===== config.mk =====
export PLATFORM = sky130hd
export DESIGN_NAME = spd_pattern_detector
export DESIGN_NICKNAME = d
export VERILOG_FILES = /design/src/hdl/spd_trans_ff.v /design/src/hdl/spd_level_state_engine.v /design/src/hdl/spd_pattern_detector.v
export VERILOG_INCLUDE_DIRS = /design/src /design/src/common
export SDC_FILE = /design/constraint.sdc
export NUM_CORES = 1
export LEC_CHECK = 0
export ABC_AREA = 1
export BUFFER_PORTS_ARGS = -buffer_cell sky130_fd_sc_hd__buf_2
export CORE_MARGIN = 3
export CORE_UTILIZATION = 45
export CTS_BUF_LIST = sky130_fd_sc_hd__clkbuf_4
export DETAILED_ROUTE_END_ITERATION = 6
export GPL_TIMING_DRIVEN = 1
export PLACE_DENSITY = 0.71
export SYNTH_ARGS = -nofsm -noshare
export SYNTH_HDL_FRONTEND = slang
export SYNTH_SLANG_ARGS = --single-unit

===== constraint.sdc =====
create_clock -name REF_CLK_IN -period 2.4 [get_ports REF_CLK_IN]
set_clock_uncertainty 0.15 [all_clocks]
set_input_delay 0.24 -clock REF_CLK_IN [delete_from_list [all_inputs] [get_ports REF_CLK_IN]]
set_output_delay 0.24 -clock REF_CLK_IN [all_outputs]
set_load 0.05 [all_outputs]

===== src/common/spd_map.vh =====
// Purpose: shared constants of the serial 101 pattern detector
// Assumes: included by bare name from the level engine and detector design files
// Notes: definitions only
`ifndef SPD_MAP_VH
`define SPD_MAP_VH

// binary state codes, high bit first
`define SPD_ST_IDLE 2'h0
`define SPD_ST_SEEN1 2'h1
`define SPD_ST_SEEN10 2'h2
`define SPD_ST_MATCHED 2'h3
`define SPD_STATE_RESET 2'h0

// state bit positions
`define SPD_BIT_HIGH 1
`define SPD_BIT_LOW 0

// one-hot positions of the level state engine
`define SPD_OH_IDLE 0
`define SPD_OH_SEEN1 1
`define SPD_OH_SEEN10 2
`define SPD_OH_MATCHED 3
`define SPD_OH_RESET 4'h1

// transition indices of the level state engine
`define SPD_TR_IDLE_SEEN1 0
`define SPD_TR_SEEN1_SEEN10 1
`define SPD_TR_SEEN10_IDLE 2
`define SPD_TR_SEEN10_MATCHED 3
`define SPD_TR_MATCHED_IDLE 4
`define SPD_TR_COUNT 5

// match counter
`define SPD_COUNT_WIDTH 16

`endif


===== src/hdl/spd_trans_ff.v =====
// Purpose: one transition qualifier of the level state engine
// Assumes: sample_en_in is a one-cycle pulse at each serial clock rising edge
// Notes: held cleared while its source state is inactive
`timescale 1ns/10ps
module spd_trans_ff #(
  parameter TAKE_ONE = 1'b1
) (
  input wire clk_in,
  input wire rst_n_in,
  input wire clear_in,
  input wire src_active_in,
  input wire sample_en_in,
  input wire bit_in,
  output wire fire_out
);
  reg fire_reg;

  assign fire_out = fire_reg;

  always @(posedge clk_in or negedge rst_n_in) begin
    if (!rst_n_in) begin
      fire_reg <= 1'b0;
    end else if (clear_in || !src_active_in) begin
      fire_reg <= 1'b0;
    end else if (sample_en_in && (bit_in == TAKE_ONE)) begin
      fire_reg <= 1'b1;
    end
  end
endmodule // spd_trans_ff


===== src/hdl/spd_level_state_engine.v =====
// Purpose: one-hot state engine that follows level transition inputs
// Assumes: at most one transition input of the active state is high
// Notes: an illegal one-hot value falls back to idle
`timescale 1ns/10ps
`include "spd_map.vh"
module spd_level_state_engine (
  input wire clk_in,
  input wire rst_n_in,
  input wire clear_in,
  input wire [`SPD_TR_COUNT-1:0] fire_in,
  output wire [3:0] active_out
);
  reg [3:0] active_reg;
  reg [3:0] active_next;
  // one-hot state codes
  localparam [3:0] OH_IDLE = 4'h1;
  localparam [3:0] OH_SEEN1 = 4'h2;
  localparam [3:0] OH_SEEN10 = 4'h4;
  localparam [3:0] OH_MATCHED = 4'h8;

  assign active_out = active_reg;

  always @* begin
    active_next = active_reg;
    case (active_reg)
      OH_IDLE: begin
        if (fire_in[`SPD_TR_IDLE_SEEN1]) begin
          active_next = OH_SEEN1;
        end
      end
      OH_SEEN1: begin
        if (fire_in[`SPD_TR_SEEN1_SEEN10]) begin
          active_next = OH_SEEN10;
        end
      end
      OH_SEEN10: begin
        if (fire_in[`SPD_TR_SEEN10_IDLE]) begin
          active_next = OH_IDLE;
        end else if (fire_in[`SPD_TR_SEEN10_MATCHED]) begin
          active_next = OH_MATCHED;
        end
      end
      OH_MATCHED: begin
        if (fire_in[`SPD_TR_MATCHED_IDLE]) begin
          active_next = OH_IDLE;
        end
      end
      default: begin
        active_next = `SPD_OH_RESET;
      end
    endcase
  end

  always @(posedge clk_in or negedge rst_n_in) begin
    if (!rst_n_in) begin
      active_reg <= `SPD_OH_RESET;
    end else if (clear_in) begin
      active_reg <= `SPD_OH_RESET;
    end else begin
      active_reg <= active_next;
    end
  end
endmodule // spd_level_state_engine


===== src/hdl/spd_pattern_detector.v =====
// Purpose: Moore detector of the serial pattern 101, two implementations side by side
// Assumes: serial clock and bit arrive on pins, slower than a quarter of REF_CLK_IN
// Notes: direct two-bit machine drives MATCH_OUT, level engine cross-checks it
// How it works
// - In idle the output is low, a 0 keeps idle and a 1 moves to seen-one.
// - In seen-one a 1 keeps seen-one and a 0 moves to seen-one-zero.
// - In seen-one-zero a 0 means 100 was seen and the machine returns to idle.
// - In seen-one-zero a 1 completes 101 and enters matched, where the output is high.
// - In matched a 1 keeps matched and the first 0 returns to idle.
// - The output depends on the present state only and changes only after a sample edge or a synchronous clear.
// - Four states live in two state bits: idle 00, seen-one 01, seen-one-zero 10, matched 11.
// - The next low state bit equals the sampled bit in every state.
// - The next high state bit is set for state 01 with input 0 or high bit 1 with input 1.
// - The match output is 1 only for state code 11.
// - State updates on rising serial clock edges and the source holds the bit valid there.
// - In the engine variant a transition flop is cleared while its source state is inactive.
`timescale 1ns/10ps
`include "spd_map.vh"
module spd_pattern_detector #(
  parameter COUNT_WIDTH = `SPD_COUNT_WIDTH
) (
  input wire REF_CLK_IN,
  input wire RESET_N_IN,
  input wire SERIAL_CLK_IN,
  input wire SERIAL_BIT_IN,
  input wire SYNC_CLEAR_IN,
  output wire MATCH_OUT,
  output wire [1:0] STATE_OUT,
  output wire MATCH_START_OUT,
  output wire SAMPLE_STROBE_OUT,
  output wire [COUNT_WIDTH-1:0] MATCH_COUNT_OUT,
  output wire ENGINE_MATCH_OUT,
  output wire [1:0] ENGINE_STATE_OUT,
  output wire VARIANT_MISMATCH_OUT
);
  // binary state codes of the direct machine
  localparam [1:0] ST_IDLE = `SPD_ST_IDLE;
  localparam [1:0] ST_SEEN1 = `SPD_ST_SEEN1;
  localparam [1:0] ST_SEEN10 = `SPD_ST_SEEN10;
  localparam [1:0] ST_MATCHED = `SPD_ST_MATCHED;
  // one-hot codes of the level state engine
  localparam [3:0] OH_IDLE = 4'h1;
  localparam [3:0] OH_SEEN1 = 4'h2;
  localparam [3:0] OH_SEEN10 = 4'h4;
  localparam [3:0] OH_MATCHED = 4'h8;
  // pin synchronisers
  reg sclk_meta_reg;
  reg sclk_sync_reg;
  reg sclk_prev_reg;
  reg sbit_meta_reg;
  reg sbit_sync_reg;
  reg clear_meta_reg;
  reg clear_sync_reg;
  // direct machine
  reg state_bit_high;
  reg state_bit_low;
  reg next_state_bit_high;
  reg next_state_bit_low;
  reg match_reg;
  reg match_start_reg;
  reg strobe_reg;
  reg [COUNT_WIDTH-1:0] count_reg;
  reg [1:0] state_d1_reg;
  reg [1:0] table_next;
  // engine side
  reg [1:0] eng_code;
  reg eng_illegal;
  reg [1:0] eng_state_reg;
  reg eng_match_reg;
  reg mismatch_reg;
  wire sample_en;
  wire sample_bit;
  wire sync_clear;
  wire [1:0] state_now;
  wire [1:0] state_next;
  wire table_err;
  wire [3:0] eng_active;
  wire [`SPD_TR_COUNT-1:0] eng_fire;

  assign MATCH_OUT = match_reg;
  assign STATE_OUT = state_now;
  assign MATCH_START_OUT = match_start_reg;
  assign SAMPLE_STROBE_OUT = strobe_reg;
  assign MATCH_COUNT_OUT = count_reg;
  assign ENGINE_MATCH_OUT = eng_match_reg;
  assign ENGINE_STATE_OUT = eng_state_reg;
  assign VARIANT_MISMATCH_OUT = mismatch_reg;

  // two flops on the serial clock, serial bit and clear pins before use
  always @(posedge REF_CLK_IN or negedge RESET_N_IN) begin
    if (!RESET_N_IN) begin
      sclk_meta_reg <= 1'b0;
      sclk_sync_reg <= 1'b0;
      sclk_prev_reg <= 1'b0;
      sbit_meta_reg <= 1'b0;
      sbit_sync_reg <= 1'b0;
      clear_meta_reg <= 1'b0;
      clear_sync_reg <= 1'b0;
    end else begin
      sclk_meta_reg <= SERIAL_CLK_IN;
      sclk_sync_reg <= sclk_meta_reg;
      sclk_prev_reg <= sclk_sync_reg;
      sbit_meta_reg <= SERIAL_BIT_IN;
      sbit_sync_reg <= sbit_meta_reg;
      clear_meta_reg <= SYNC_CLEAR_IN;
      clear_sync_reg <= clear_meta_reg;
    end
  end

  // bit and clock go through equal delays, so the bit is taken as it stood at the edge
  assign sample_en = sclk_sync_reg & ~sclk_prev_reg;
  assign sample_bit = sbit_sync_reg;
  assign sync_clear = clear_sync_reg;

  assign state_now = {state_bit_high, state_bit_low};

  always @* begin
    next_state_bit_low = sample_bit;
    next_state_bit_high = (~state_bit_high & state_bit_low & ~sample_bit) |
      (state_bit_high & sample_bit);
  end

  assign state_next = {next_state_bit_high, next_state_bit_low};

  // direct two-bit machine
  always @(posedge REF_CLK_IN or negedge RESET_N_IN) begin
    if (!RESET_N_IN) begin
      state_bit_high <= 1'b0;
      state_bit_low <= 1'b0;
      match_reg <= 1'b0;
    end else if (sync_clear) begin
      state_bit_high <= 1'b0;
      state_bit_low <= 1'b0;
      match_reg <= 1'b0;
    end else if (sample_en) begin
      state_bit_high <= next_state_bit_high;
      state_bit_low <= next_state_bit_low;
      // output registered with the state it decodes, so it never follows the input
      match_reg <= next_state_bit_high & next_state_bit_low;
    end
  end

  // per-state transition table, held against the two equations at every sample
  // a gap between the two shows up on the mismatch flag instead of passing silently
  always @* begin
    table_next = ST_IDLE;
    case (state_now)
      ST_IDLE: begin
        table_next = sample_bit ? ST_SEEN1 : ST_IDLE;
      end
      ST_SEEN1: begin
        table_next = sample_bit ? ST_SEEN1 : ST_SEEN10;
      end
      ST_SEEN10: begin
        if (sample_bit) begin
          table_next = ST_MATCHED;
        end else begin
          table_next = ST_IDLE;
        end
      end
      ST_MATCHED: begin
        table_next = sample_bit ? ST_MATCHED : ST_IDLE;
      end
      default: begin
        table_next = ST_IDLE;
      end
    endcase
  end

  assign table_err = sample_en & (table_next != state_next);

  // event pulses and match counter
  always @(posedge REF_CLK_IN or negedge RESET_N_IN) begin
    if (!RESET_N_IN) begin
      match_start_reg <= 1'b0;
      strobe_reg <= 1'b0;
      count_reg <= {COUNT_WIDTH{1'b0}};
    end else begin
      strobe_reg <= sample_en & ~sync_clear;
      match_start_reg <= 1'b0;
      if (sync_clear) begin
        count_reg <= {COUNT_WIDTH{1'b0}};
      end else if (sample_en && (state_now == `SPD_ST_SEEN10) &&
                   (state_next == `SPD_ST_MATCHED)) begin
        match_start_reg <= 1'b1;
        if (count_reg != {COUNT_WIDTH{1'b1}}) begin
          count_reg <= count_reg + {{(COUNT_WIDTH-1){1'b0}}, 1'b1};
        end
      end
    end
  end

  // level state engine variant with one qualifier flop per transition
  spd_trans_ff #(
    .TAKE_ONE(1'b1)
  ) u_tr_idle_seen1 (
    .clk_in(REF_CLK_IN),
    .rst_n_in(RESET_N_IN),
    .clear_in(sync_clear),
    .src_active_in(eng_active[`SPD_OH_IDLE]),
    .sample_en_in(sample_en),
    .bit_in(sample_bit),
    .fire_out(eng_fire[`SPD_TR_IDLE_SEEN1])
  );

  spd_trans_ff #(
    .TAKE_ONE(1'b0)
  ) u_tr_seen1_seen10 (
    .clk_in(REF_CLK_IN),
    .rst_n_in(RESET_N_IN),
    .clear_in(sync_clear),
    .src_active_in(eng_active[`SPD_OH_SEEN1]),
    .sample_en_in(sample_en),
    .bit_in(sample_bit),
    .fire_out(eng_fire[`SPD_TR_SEEN1_SEEN10])
  );

  spd_trans_ff #(
    .TAKE_ONE(1'b0)
  ) u_tr_seen10_idle (
    .clk_in(REF_CLK_IN),
    .rst_n_in(RESET_N_IN),
    .clear_in(sync_clear),
    .src_active_in(eng_active[`SPD_OH_SEEN10]),
    .sample_en_in(sample_en),
    .bit_in(sample_bit),
    .fire_out(eng_fire[`SPD_TR_SEEN10_IDLE])
  );

  spd_trans_ff #(
    .TAKE_ONE(1'b1)
  ) u_tr_seen10_matched (
    .clk_in(REF_CLK_IN),
    .rst_n_in(RESET_N_IN),
    .clear_in(sync_clear),
    .src_active_in(eng_active[`SPD_OH_SEEN10]),
    .sample_en_in(sample_en),
    .bit_in(sample_bit),
    .fire_out(eng_fire[`SPD_TR_SEEN10_MATCHED])
  );

  spd_trans_ff #(
    .TAKE_ONE(1'b0)
  ) u_tr_matched_idle (
    .clk_in(REF_CLK_IN),
    .rst_n_in(RESET_N_IN),
    .clear_in(sync_clear),
    .src_active_in(eng_active[`SPD_OH_MATCHED]),
    .sample_en_in(sample_en),
    .bit_in(sample_bit),
    .fire_out(eng_fire[`SPD_TR_MATCHED_IDLE])
  );

  spd_level_state_engine u_engine (
    .clk_in(REF_CLK_IN),
    .rst_n_in(RESET_N_IN),
    .clear_in(sync_clear),
    .fire_in(eng_fire),
    .active_out(eng_active)
  );

  // one-hot to state code
  always @* begin
    eng_illegal = 1'b0;
    case (eng_active)
      OH_IDLE: begin
        eng_code = `SPD_ST_IDLE;
      end
      OH_SEEN1: begin
        eng_code = `SPD_ST_SEEN1;
      end
      OH_SEEN10: begin
        eng_code = `SPD_ST_SEEN10;
      end
      OH_MATCHED: begin
        eng_code = `SPD_ST_MATCHED;
      end
      default: begin
        eng_code = `SPD_ST_IDLE;
        eng_illegal = 1'b1;
      end
    endcase
  end

  // engine lags the direct machine by one cycle; compare against a delayed copy
  always @(posedge REF_CLK_IN or negedge RESET_N_IN) begin
    if (!RESET_N_IN) begin
      state_d1_reg <= `SPD_STATE_RESET;
      eng_state_reg <= `SPD_STATE_RESET;
      eng_match_reg <= 1'b0;
      mismatch_reg <= 1'b0;
    end else begin
      // the delayed copy clears with the engine, so a clear never reads as a disagreement
      if (sync_clear) begin
        state_d1_reg <= `SPD_STATE_RESET;
      end else begin
        state_d1_reg <= state_now;
      end
      eng_state_reg <= eng_code;
      eng_match_reg <= eng_active[`SPD_OH_MATCHED];
      // a disagreement in the clear cycle still sets the flag
      if (eng_illegal || (eng_code != state_d1_reg) || table_err) begin
        mismatch_reg <= 1'b1;
      end else if (sync_clear) begin
        mismatch_reg <= 1'b0;
      end
    end
  end
endmodule // spd_pattern_detector


* Word-level counts from Yosys, hierarchy flattened
Cells that the tools add are included.
Storage, ports and cells: register bits 43, input bits 5, output and inout port bits 25, logic and storage cells 113
Cells by class: multiplexer cells 34, add/subtract/negate cells 1, reductions and logical operators 28, equal/unequal tests 15, bitwise logic cells 12
Operators with widths (count):
- 16-bit 2-to-1 mux | 3
- 4-bit 2-to-1 mux | 6
- 1-bit 2-to-1 mux | 19
- 2-bit nonzero test | 9
- 16-bit by 1-bit adder with 16-bit output, second input constant | 1
- 16-bit inequality test, second input constant | 1
- 4-bit case mux with 4 select lines | 1
- 2-bit case mux with 3 select lines | 2
- 3-bit inequality test, second input constant | 3
- 1-bit bitwise AND | 7
- 2-bit == test, second input constant | 3
- 1-bit logical OR | 6
- 2-bit 2-to-1 mux | 3
- 4-bit by 1-bit == test with 1-bit output, second input constant | 1
- 4-bit by 2-bit == test with 1-bit output, second input constant | 1
- 4-bit by 3-bit == test with 1-bit output, second input constant | 1
- 4-bit == test, second input constant | 1
- 1-bit logical AND | 4
- 1-bit logical NOT | 4
- 2-bit inequality test | 2
- 4-bit inequality test, second input constant | 1
- 1-bit inverter | 4
- 4-bit AND reduction | 1
- 4-bit OR reduction | 1
- other kinds (5) | 5

* Depth between registers and ports, before layout
depth in word-level cells 8, depth in mapped cells 10, depth with buffers taken out 9

* By module
Synthesis repeated with hierarchy kept, for this count alone.
Unflattened totals: cell total of the unflattened synthesis 285, area, all modules 2237.1 um^2
By module, submodules not included:
- spd_pattern_detector | times used 1, cells an instance 207, area each 1701.6 um^2, sequential area each 850.8 um^2
- spd_level_state_engine | times used 1, cells an instance 45, area each 280.3 um^2, sequential area each 101.3 um^2
- spd_trans_ff (u_tr_matched_idle ...) | times used 3, cells an instance 7, area each 52.6 um^2, sequential area each 25.0 um^2
- spd_trans_ff (u_tr_idle_seen1 ...) | times used 2, cells an instance 6, area each 48.8 um^2, sequential area each 25.0 um^2

* Worst setup path before layout
Ideal clock, no wire load.
path kind register -> register, start reg count_reg[0] (netlist: MATCH_COUNT_OUT[0]), end reg count_reg[0] (netlist: MATCH_COUNT_OUT[0]), clock period less this slack 2029 ps, arrival 1803 ps, setup time 76 ps, buffers on the path 1, data required time 2174 ps, setup slack 371 ps, cell stages (with the launch flop) 11, cells stage by stage dfrtp_1 -> ha_1 -> nand3_2 -> inv_2 -> nand2_2 -> nor2_4 -> nand2_2 -> nand2_4 -> buf_6 -> nand2_1 -> o21ai_1
On the way: cells in the longest elaborated chain, start to end 4, elaborated cells between the ends (all ways) 7, classes of those cells add/sub (1); eq/ne (1); mux (3); reduce/logical (2)
RTL lines:
- start, declared | RTL line spd_pattern_detector.v:62 | reg [COUNT_WIDTH-1:0] count_reg;
- start signal, assigned | RTL line spd_pattern_detector.v:177 | count_reg <= {COUNT_WIDTH{1'b0}};
- start signal, assigned | RTL line spd_pattern_detector.v:182 | count_reg <= {COUNT_WIDTH{1'b0}};
- start signal, assigned | RTL line spd_pattern_detector.v:187 | count_reg <= count_reg + {{(COUNT_WIDTH-1){1'b0}}, 1'b1};
- 16-bit by 1-bit adder with 16-bit output | RTL line spd_pattern_detector.v:187
- 16-bit 2-to-1 mux | RTL line spd_pattern_detector.v:186 | if (count_reg != {COUNT_WIDTH{1'b1}}) begin
- 16-bit 2-to-1 mux | RTL line spd_pattern_detector.v:183 | end else if (sample_en && (state_now == `SPD_ST_SEEN10) &&
- 16-bit 2-to-1 mux | RTL line spd_pattern_detector.v:181 | if (sync_clear) begin
Several ways; a longest one is shown, not always the timed one. The select of a mux whose other input is x is not followed. A chain may end at the register's enable or synchronous reset.

* Final worst setup path
start reg count_reg[0] (netlist: MATCH_COUNT_OUT[0]), end reg count_reg[6] (netlist: MATCH_COUNT_OUT[6])
Same word-level chain as after synthesis.

==> impl_metrics.py <==
metrics = {
    "drt": {
        "wl_mm": 4.38,
        "drtAntennaViolNets": 0,
        "viasPerCell": 5.08,
        "drt_pass1_iterations": 4,
        "routedWlPerCell_um": 12.6,
        "drtIter0Drc": 178,
        "drc": 0,
        "num_vias": 1772,
    },
    "setup_path": {
        "crit_fanout": 8,
        "worst_setup_path_end_kind": "register",
        "crit-reg2reg-launch": "MATCH_COUNT_OUT[0]$_DFFE_PN0P_",
        "cp_data_arrival_time_ps": 1940,
        "crit_start": "MATCH_COUNT_OUT[0]$_DFFE_PN0P_",
        "path_class": "reg2reg",
        "cp-start-kind": "register",
        "crit_required_ps": 2480,
    },
    "clocking": {
        "htree_levels": 2,
        "insertion_delay_ps": 350,
        "cts_tree": "done",
        "cts_made_buffers": 5,
        "cts_sinks": 43,
        "cts.clk_slew.worst_paths_ps": 130,
        "cts_setup_buffers": 0,
        "cts_buffer_depth": 2,
        "clockRootBuffer": "clkbuf_4",
    },
    "place": {
        "gp_congestion": 0.843,
        "numPortBuffers": 29,
        "hpwl_mm": 3.21,
        "pre_cts_ws_ps": 555,
    },
    "yosys": {
        "synth.most_common_cell": "nand2_1",
        "synth-seq-cells": 43,
        "synthDistinctLibCells": 30,
        "avgSynthCellArea_sq_um": 8.12,
        "yosysTopAreaCell": "dfrtp_1",
        "synth_common_cells": "72 x nand2_1, 42 x dfrtp_1, 34 x nor2_1",
        "synth-main-ff-cell": "dfrtp_1",
        "synth_top_area_share_pct": 49.8,
        "synth_area_leaders": "dfrtp_1 50%, nand2_1 13%, nor2_1 6.0%",
        "synthArstFlopShare_pct": 100,
        "synth-edff-count": 0,
        "synth_fp_nets": 266,
        "syn_inst": 260,
        "yosysWarnings": 0,
        "synth_area_sq_mm": 0.00211,
        "ys_seq_area_share_pct": 51.0,
    },
    "die": {
        "dieArea_sq_mm": 0.00555,
        "boundaryPins": 30,
        "die_w_um": 74.5,
        "coreArea_sq_mm": 0.00444,
        "num_rows": 24,
        "initial_core_util_pct": 47.5,
        "die_h_um": 74.5,
    },
    "sta": {
        "clock.fmax_ghz": 0.537,
        "max_slew_margin_pct": 68.3,
        "finalCritPeriodShare_pct": 77.6,
        "layout_setup_ws_ps": 538,
        "setup_viol": 0,
        "fin_crit_ps": 1860,
        "rsz0062_at_grt": "false",
        "maxSlewViolCount": 0,
        "tightest_slew_ps": 475,
        "hold_viol_final": 0,
        "fin_setup_tns_ps": 0,
    },
    "pwr": {
        "p_per_area_mw_per_mm2": 615,
        "power.leakage_nw": 1.16,
        "worst_ir_drop_vdd_v": 0.000370,
    },
    "global_routing": {
        "track_usage_pct": 17.8,
        "grt_max_degree": 25,
        "grt_pass1_wl_mm": 7.65,
        "grt_overflow_total": 0,
        "grt_antenna_before_repair": 0,
        "grt_pass1_vias": 1635,
    },
    "layout": {
        "fin_nets": 302,
        "n_antenna_cell": 0,
        "drive_above_1_share_pct": 16.5,
        "synthToLayoutAreaGrowth_pct": 13.3,
        "largest_reg_flops": 16,
        "fin_util_pct": 53.8,
    },
    "flow_run": {
        "max_cap_viol_count": 0,
    },
    "min_path": {
        "hold_class": "in2async",
    },
    "status": {
        "status": "finished clean",
    },
}
## cells in the final DEF (no fill, tap or decap), types with 2 or more instances in the layout
master         Yosys  final
o21ai_1           10     10
inv_1             26     26
dlygate4sd3_1      0      4
dfrtp_1           42     42
nor2_1            34     34
xor2_1             6      6
a21oi_1            5      5
o21ai_0            6      6
buf_2              3     29
nor3_1             2      2
xnor2_1            2      2
a211oi_1           3      3
nand2_2            3      3
nand2_1           72     72
nand3_1           20     20
nand4_1            7      7
clkbuf_4           0      5
buf_4              2      4
o21bai_1           2      2
nor2_4             2      2
## logic make-up (layout without fill, tap and decap cells)
kind of cell             after synthesis  after routing  share of synthesized area (%)
AO/OA/AOI/OAI                         30             30                           8.12
XOR/XNOR                               8              8                           3.32
adder cells (fa/ha/maj)                1              1                          0.593
buffers and inverters                 35             72                           7.47
flip-flops                            43             43                           51.0
AND/OR/NAND/NOR                      143            143                           29.5
## per-stage QoR
| stage | total power [mW] | area [sq um] | hold WS [ps] | instances |
|---|---|---|---|---|
| floorplan | 1.06 | 2110 | -206 | 260 |
| global placement | 1.13 | 2290 | 76.9 | 337 |
| detailed placement | 1.13 | 2290 | 80.8 | 337 |
| CTS | 1.50 | 2390 | 210 | 349 |
| global route | 1.58 | 2390 | 235 | 349 |
| finish | 1.47 | 2390 | 210 | 349 |
## routing by layer
layer | share of wire [%] | vias up | GRT usage (%)
li1 | - | 907 | -
met1 | 48 | 822 | 25.8
met2 | 46 | 38 | 27.2
met3 | 4.2 | 5 | 4.19
met4 | 1.0 | 0 | 4.35
met5 | 0 | - | 0
## cell type report
cell class	count	area (sq um)
clock buffers	5	37.5
flip-flops and latches	43	1080
multi-input cells	182	876
repair buffers	37	215
fillers	450	2050
clock inverters	3	20.0
well taps	52	65.1
inverters	27	101
## where the power goes
| part | switching, mW | internal, mW |
|---|---|---|
| clock network | 0.236 | 0.113 |
| logic | 0.223 | 0.0879 |
| registers | 0.0340 | 0.778 |
| total | 0.492 | 0.979 |
## worst paths after layout
| kind | cells past startpoint | endpoint | slack [ps] |
|---|---|---|---|
| worst min-delay path | 2 | MATCH_COUNT_OUT[13]$_DFFE_PN0P_ | 210 |
| worst max register to register | 7 | MATCH_COUNT_OUT[6]$_DFFE_PN0P_ | 540 |
| worst max-delay path | 7 | MATCH_COUNT_OUT[6]$_DFFE_PN0P_ | 540 |
| min in group REF_CLK_IN | 0 | next_state_bit_low$_DFF_PN0_ | 220 |
| worst min register to register | 0 | next_state_bit_low$_DFF_PN0_ | 220 |
| max in group asynchronous | 3 | u_engine.active_out[0]$_DFFE_PN1P_ | 1300 |
## worst max-delay path, stage by stage (launching register included)
cell and delay [ps]:
dfrtp_1 470, ha_1 290, nand3_2 130, inv_2 60
nand2_2 90, nor2_4 50, o21ai_1 370, o21ai_0 130
## timing repair
item,4_1_cts,5_1_grt
resized for setup,0,0
hold buffers,4,0
setup endpoints to repair,0,0
endpoints found under the hold margin,22,0
Power figures use the tool's default switching activity.
